$ cat config.mk
export PLATFORM = sky130hd
export DESIGN_NAME = operand_field_decoder
export DESIGN_NICKNAME = d
export VERILOG_FILES = /design/src/hdl/operand_decoder_pkg.sv /design/src/hdl/sr_check_if.sv /design/src/hdl/operand_field_decoder.sv /design/src/hdl/sr_group_check.sv
export VERILOG_INCLUDE_DIRS = /design/src /design/src/hdl
export SDC_FILE = /design/constraint.sdc
export NUM_CORES = 1
export LEC_CHECK = 0
export ABC_AREA = 1
export CAP_MARGIN = 20
export CORE_MARGIN = 2
export CORE_UTILIZATION = 40
export DETAILED_ROUTE_END_ITERATION = 8
export DONT_BUFFER_PORTS = 1
export PLACE_DENSITY = 0.56
export RECOVER_POWER = 50
export SYNTH_ARGS = -nofsm -noshare
export SYNTH_HDL_FRONTEND = slang
export SYNTH_SLANG_ARGS = --single-unit
$ cat constraint.sdc
create_clock -name ref_clk -period 0.9 [get_ports ref_clk]
set_input_delay 0.18 -clock ref_clk [delete_from_list [all_inputs] [get_ports ref_clk]]
set_output_delay 0.18 -clock ref_clk [all_outputs]
set_load 0.03 [all_outputs]
$ cat src/hdl/operand_decoder_defines.svh
// Purpose: Named codes, masks and widths of the operand decoder
// Assumes: Included by bare name
// Notes: Definitions only
`ifndef OPERAND_DECODER_DEFINES_SVH
`define OPERAND_DECODER_DEFINES_SVH

// ---------------------------------------------------------------
// Field widths
// ---------------------------------------------------------------
`define OPD_CODE_W 6
`define OPD_BYTE_W 8

// ---------------------------------------------------------------
// Special-register legality masks, bit n is code n
// ---------------------------------------------------------------
`define OPD_SR_MASK 64'h0000_0100_0D9F_3FEF
`define OPD_SR1_MASK 64'h0000_000F_0200_2BEF
`define OPD_SR2_MASK 64'h0000_0000_0000_2BEF
`define OPD_SR_PORT_A 6'h00
`define OPD_SR_RECV 6'h19

// ---------------------------------------------------------------
// Pair, addressing and flag legality
// ---------------------------------------------------------------
`define OPD_PAIR_MASK 8'h1F
`define OPD_PAIR_SP 3'h0
`define OPD_RPA_MASK 16'h00FF
`define OPD_FULL_MASK 16'hF8FE
`define OPD_WORD_MASK 16'hF83C
`define OPD_RPA_NONE 4'h0
`define OPD_IRF_COUNT 6'h12

// ---------------------------------------------------------------
// Decoded addressing fields
// ---------------------------------------------------------------
`define OPD_BASE_NONE 2'h0
`define OPD_BASE_BC 2'h1
`define OPD_BASE_DE 2'h2
`define OPD_BASE_HL 2'h3
`define OPD_STEP_NONE 2'h0
`define OPD_STEP_INC 2'h1
`define OPD_STEP_DEC 2'h2
`define OPD_STEP_INC2 2'h3
`define OPD_IDX_NONE 3'h0
`define OPD_IDX_A 3'h1
`define OPD_IDX_B 3'h2
`define OPD_IDX_EA 3'h3
`define OPD_IDX_BYTE 3'h4

`endif

$ cat src/hdl/operand_decoder_pkg.sv
// Purpose: Types of the operand decoder
// Assumes: Nothing
// Notes: Operand group selector
package operand_decoder_pkg;
  typedef enum logic [3:0] {
    OP_GPR = 4'h0,
    OP_ALT = 4'h1,
    OP_SR = 4'h2,
    OP_SR1 = 4'h3,
    OP_SR2 = 4'h4,
    OP_PAIR = 4'h5,
    OP_RPA = 4'h6,
    OP_FULL_IND = 4'h7,
    OP_WORD_IND = 4'h8,
    OP_WORK = 4'h9,
    OP_IRF = 4'hA
  } op_kind_t;
endpackage

$ cat src/hdl/sr_check_if.sv
// Purpose: Carries a special-register code to its legality check
// Assumes: Same clock on both sides
// Notes: Purely combinational
interface sr_check_if;
  logic [1:0] group;
  logic [5:0] code;
  logic legal;
  modport requester (output group, output code, input legal);
  modport judge (input group, input code, output legal);
endinterface

$ cat src/hdl/operand_field_decoder.sv
// Purpose: Decodes operand fields into register selections
// Assumes: Operand fields come from logic on ref_clk
// Notes: One cycle latency, illegal codes select nothing
`include "operand_decoder_defines.svh"

// Function
// - General field picks one of eight registers
// - Alternate field: accumulator halves then B to L
// - Primary special group excludes receive buffer
// - Second group adds receive buffer, converter results
// - Third group limited to ports, masks, modes
// - Full indirect: plain, step, indexed modes
// - Word indirect: no BC, double increment
// - Working offset is low address byte
// - Interrupt operand selects every listed flag
// - Six-bit special code, zero is port A
// - Three-bit pair code, zero is stack pointer
// - Four-bit indirect code, zero is none
module operand_field_decoder (
  input wire logic ref_clk,
  input wire logic rst_n,
  input wire logic opValid,
  input wire operand_decoder_pkg::op_kind_t opKind,
  input wire logic [5:0] opCode,
  input wire logic [7:0] immByte,
  input wire logic [7:0] workHigh,
  output logic resValid,
  output logic resIllegal,
  output logic [5:0] resIndex,
  output logic [1:0] resBase,
  output logic [1:0] resStep,
  output logic [2:0] resIdx,
  output logic [15:0] resWorkAddr
);
  logic valid_reg, valid_next;
  logic illegal_reg, illegal_next;
  logic [5:0] index_reg, index_next;
  logic [1:0] base_reg, base_next;
  logic [1:0] step_reg, step_next;
  logic [2:0] idx_reg, idx_next;
  logic [15:0] addr_reg, addr_next;
  logic legal;
  logic [3:0] amode;
  sr_check_if srChk ();
  localparam logic [7:0] PAIR_LEGAL = `OPD_PAIR_MASK;
  localparam logic [15:0] RPA_LEGAL = `OPD_RPA_MASK;
  localparam logic [15:0] FULL_LEGAL = `OPD_FULL_MASK;
  localparam logic [15:0] WORD_LEGAL = `OPD_WORD_MASK;

  // -------------------------------------------------------------
  // Special-register group check
  // -------------------------------------------------------------
  sr_group_check srCheck (
    .chk(srChk.judge)
  );

  always_comb begin
    case (opKind)
      operand_decoder_pkg::OP_SR1: srChk.group = 2'h1;
      operand_decoder_pkg::OP_SR2: srChk.group = 2'h2;
      default: srChk.group = 2'h0;
    endcase
    srChk.code = opCode;
  end

  // -------------------------------------------------------------
  // Next-value decode
  // -------------------------------------------------------------
  assign amode = opCode[3:0];

  always_comb begin
    legal = 1'b0;
    index_next = 6'h00;
    base_next = `OPD_BASE_NONE;
    step_next = `OPD_STEP_NONE;
    idx_next = `OPD_IDX_NONE;
    addr_next = 16'h0000;
    case (opKind)
      operand_decoder_pkg::OP_GPR, operand_decoder_pkg::OP_ALT: begin
        legal = (opCode[5:3] == 3'h0);
      end
      operand_decoder_pkg::OP_SR, operand_decoder_pkg::OP_SR1,
      operand_decoder_pkg::OP_SR2: begin
        legal = srChk.legal;
      end
      operand_decoder_pkg::OP_PAIR: begin
        legal = (opCode[5:3] == 3'h0) && PAIR_LEGAL[opCode[2:0]];
      end
      operand_decoder_pkg::OP_RPA: begin
        legal = (opCode[5:4] == 2'h0) && RPA_LEGAL[amode];
      end
      operand_decoder_pkg::OP_FULL_IND: begin
        legal = (opCode[5:4] == 2'h0) && FULL_LEGAL[amode];
      end
      operand_decoder_pkg::OP_WORD_IND: begin
        legal = (opCode[5:4] == 2'h0) && WORD_LEGAL[amode];
      end
      operand_decoder_pkg::OP_WORK: begin
        legal = 1'b1;
        addr_next = {workHigh, immByte};
      end
      operand_decoder_pkg::OP_IRF: begin
        legal = (opCode < `OPD_IRF_COUNT);
      end
      default: legal = 1'b0;
    endcase
    if (legal && (opKind inside {operand_decoder_pkg::OP_RPA,
        operand_decoder_pkg::OP_FULL_IND, operand_decoder_pkg::OP_WORD_IND})) begin
      case (amode)
        4'h1: base_next = `OPD_BASE_BC;
        4'h2, 4'h4, 4'h6, 4'hB: base_next = `OPD_BASE_DE;
        4'h0: base_next = `OPD_BASE_NONE;
        default: base_next = `OPD_BASE_HL;
      endcase
      case (amode)
        4'h4, 4'h5: begin
          if (opKind == operand_decoder_pkg::OP_WORD_IND) begin
            step_next = `OPD_STEP_INC2;
          end else begin
            step_next = `OPD_STEP_INC;
          end
        end
        4'h6, 4'h7: step_next = `OPD_STEP_DEC;
        default: step_next = `OPD_STEP_NONE;
      endcase
      case (amode)
        4'hB, 4'hF: idx_next = `OPD_IDX_BYTE;
        4'hC: idx_next = `OPD_IDX_A;
        4'hD: idx_next = `OPD_IDX_B;
        4'hE: idx_next = `OPD_IDX_EA;
        default: idx_next = `OPD_IDX_NONE;
      endcase
    end
    if (legal && (opKind != operand_decoder_pkg::OP_WORK)) begin
      index_next = opCode;
    end
    valid_next = opValid;
    illegal_next = opValid && !legal;
    if (!opValid || !legal) begin
      index_next = 6'h00;
      base_next = `OPD_BASE_NONE;
      step_next = `OPD_STEP_NONE;
      idx_next = `OPD_IDX_NONE;
      addr_next = 16'h0000;
    end
  end

  // -------------------------------------------------------------
  // Result registers
  // -------------------------------------------------------------
  always_ff @(posedge ref_clk or negedge rst_n) begin
    if (!rst_n) begin
      valid_reg <= 1'b0;
      illegal_reg <= 1'b0;
      index_reg <= 6'h00;
      base_reg <= 2'h0;
      step_reg <= 2'h0;
      idx_reg <= 3'h0;
      addr_reg <= 16'h0000;
    end else begin
      valid_reg <= valid_next;
      illegal_reg <= illegal_next;
      index_reg <= index_next;
      base_reg <= base_next;
      step_reg <= step_next;
      idx_reg <= idx_next;
      addr_reg <= addr_next;
    end
  end

  assign resValid = valid_reg;
  assign resIllegal = illegal_reg;
  assign resIndex = index_reg;
  assign resBase = base_reg;
  assign resStep = step_reg;
  assign resIdx = idx_reg;
  assign resWorkAddr = addr_reg;
endmodule // operand_field_decoder

$ cat src/hdl/sr_group_check.sv
// Purpose: Legality of a special-register code per group
// Assumes: group 0 primary, 1 second, 2 third
// Notes: Combinational lookup
`include "operand_decoder_defines.svh"

module sr_group_check (
  sr_check_if.judge chk
);
  logic [63:0] mask;

  always_comb begin
    case (chk.group)
      2'h0: mask = `OPD_SR_MASK;
      2'h1: mask = `OPD_SR1_MASK;
      2'h2: mask = `OPD_SR2_MASK;
      default: mask = 64'h0;
    endcase
    chk.legal = mask[chk.code];
  end
endmodule // sr_group_check

==> qor.yml <==
syn_to_final_growth_pct: 51.2
p_leak_nw: 0.966
yosysUniqueCellTypes: 24
coreArea_mm2: 0.00361
die_h_um: 64.6
status: "finished, violations left"
cts_made_buffers: 5
async_flop_share: 1.00
postRouteAntennaNets: 0
synth_nets: 208
powerDensity_mw_per_mm2: 1460
ios: 60
num_vias: 1324
cp_max_fo: 8
synth_edf_count: 0
synth_flop_cell: "dfrtp_1"
whs_ps: -409
crit_type: "in -> reg"
arrival_ps: 1290
end_kind: "flop"
slew_headroom: 0.820
finalCritPeriodShare: 1.26
cts_buffer_depth: 2
vias_per_cell: 5.02
setup_violations: 59
maxCapViolations: 0
crit_path_start_kind: "input port"
diodes: 0
yosys_warnings: 0
cts.root.buffer_cell: "clkbuf_8"
dr.pass1.iters: 4
io_buffers: 0
grt_max_degree: 32
syn-mean-instance-area_um2: 8.20
fp-row-count: 22
grt_pass1_wl_um: 6270
slew_viol_final: 0
synth-seq-cells: 31
violations: "negative hold slack, negative setup slack"
rsz0062_at_grt: "true"
worstMarginPinSlew_ps: 270
routed_wl_um: 3770
required_ps: 1060
wl_per_cell_um: 14.3
hold_path.class: "in -> async"
drt_iter0_drc: 34
clkTransAtPathRegs_ps: 60
dp_hpwl_um: 2520
nNetsFinal: 244
htreeDepth: 2
grt_antenna_before_repair: 0
syn_area_mm2: 0.00147
finalCriticalPeriod_ps: 1130
dieWidth_um: 64.6
synth_cells: 179
first_global_vias: 1391
place_congestion: 0.821
cts_tree: "done"
cts.sink_count: 31
hold_viol_final: 31
grt_usage: 0.196
drc: 0
final_core_util: 0.615
initial_core_util: 0.407
setup_slack_ps: -233
max-vdd-ir-drop_v: 0.000683
drive_gt1_frac: 0.644
holdBufCountCts: 2
die-area_mm2: 0.00417
fmaxAchievable_mhz: 883
overflow: 0
ys_seq_area_frac: 0.529
power_w: 0.00325
==> path summary, 6_finish.rpt <==
check / slack, ps / start / to / depth (start not counted)
max in group asynchronous: 1220 / rst_n / resIndex[1] / 0
hold / removal: -410 / rst_n / resWorkAddr[13] / 0
min in group ref_clk: 20 / workHigh[3] / resWorkAddr[11] / 2
setup / recovery: -230 / opCode[1] / resIndex[3] / 12
==> layout make-up <==
cell class,instances,area (um^2)
clock buffer,6,82.6
clock inverter,2,35.0
fill,301,1390
inverter,17,88.8
multi-input combinational,128,870
sequential,31,813
tap,48,60.1
timing repair buffer,32,269
==> cells in the final DEF (no fill, tap or decap), types with 2 or more instances in the layout <==
cell type	netlist	final
nor3_2	0	4
nand3_2	2	5
buf_6	1	3
nor2_1	29	8
nand2_4	1	8
inv_2	3	4
nand2_8	0	2
nor2_4	0	12
nor2_2	12	21
clkbuf_8	0	6
nor3_1	6	2
inv_1	14	10
nand2_1	52	41
dfrtp_2	0	30
buf_4	1	26
nand3_1	8	4
nand2_2	3	7
nand4_1	2	2
o21ai_0	2	2
a21oi_1	3	2
dlygate4sd3_1	0	2
==> cell families after synthesis <==
logic type / synth area share
compound gates: 0.0384
buf+inv: 0.0759
flops: 0.529
simple gates: 0.357
==> what timing repair did <==
item / in CTS / in global routing
endpoints found under the setup margin: 56 / 60
cloned: 2 / 0
pin swaps: 23 / 11
setup buffers: 3 / 5
gates resized for setup: 56 / 42
hold endpoints to repair: 33 / 31
==> Yosys cell counts, types with 2 or more instances <==
master / count / area (um^2)
nand2_1: 52 / 195
dfrtp_1: 31 / 776
nor2_1: 29 / 109
inv_1: 14 / 52.6
nor2_2: 12 / 75.1
nand3_1: 8 / 40.0
nor3_1: 6 / 30.0
a21oi_1: 3 / 15.0
inv_2: 3 / 11.3
nand2_2: 3 / 18.8
nand3_2: 2 / 20.0
nand4_1: 2 / 12.5
o21ai_0: 2 / 10.0
o21ai_2: 2 / 17.5
==> metrics by stage <==
step	worst slack (ps)	TNS, ps	hold slack, ps	std cells	cell area, um^2
finish	-233	-6120	-409	264	2220
global route	-316	-9040	-426	264	2220
CTS	-171	-5070	-418	259	2050
floorplan	-480	-10050	-116	179	1530
global placement	-528	-13120	-115	244	1700
detailed placement	-583	-14560	-115	244	1700
==> metal layers <==
metal	vias up	global-route usage	routed length (um)
met2	54	0.357	2050
met1	625	0.208	1370
li1	635	-	-
met4	0	0.106	113
met3	10	0.0469	241
met5	-	0	0
==> worst max-delay path, stage by stage <==
cell     delay, ps
inv_6           40
nand2_2         70
nand2_2         50
nand2_1         70
nand3_2         90
nand3_2         90
nand2_4        110
nand2_4         60
nor2_4         120
nand3_4        180
nand2_4        180
nor2_2          50
==> power by group <==
| group | internal, W | total (W) | leakage, nW | switching [W] |
|---|---|---|---|---|
| clock network | 0.000894 | 0.00138 | 0.0612 | 0.000483 |
| registers | 0.00141 | 0.00146 | 0.379 | 0.0000436 |
| logic | 0.000182 | 0.000410 | 0.526 | 0.000229 |
==> state kept, by name (all words and copies together), names as in the netlist <==
signal / count
resIllegal: 1
resValid: 1
resWorkAddr: 16
resBase: 2
resIdx: 3
resStep: 2
resIndex: 6
No activity file was read; power rests on OpenSTA's default activity.
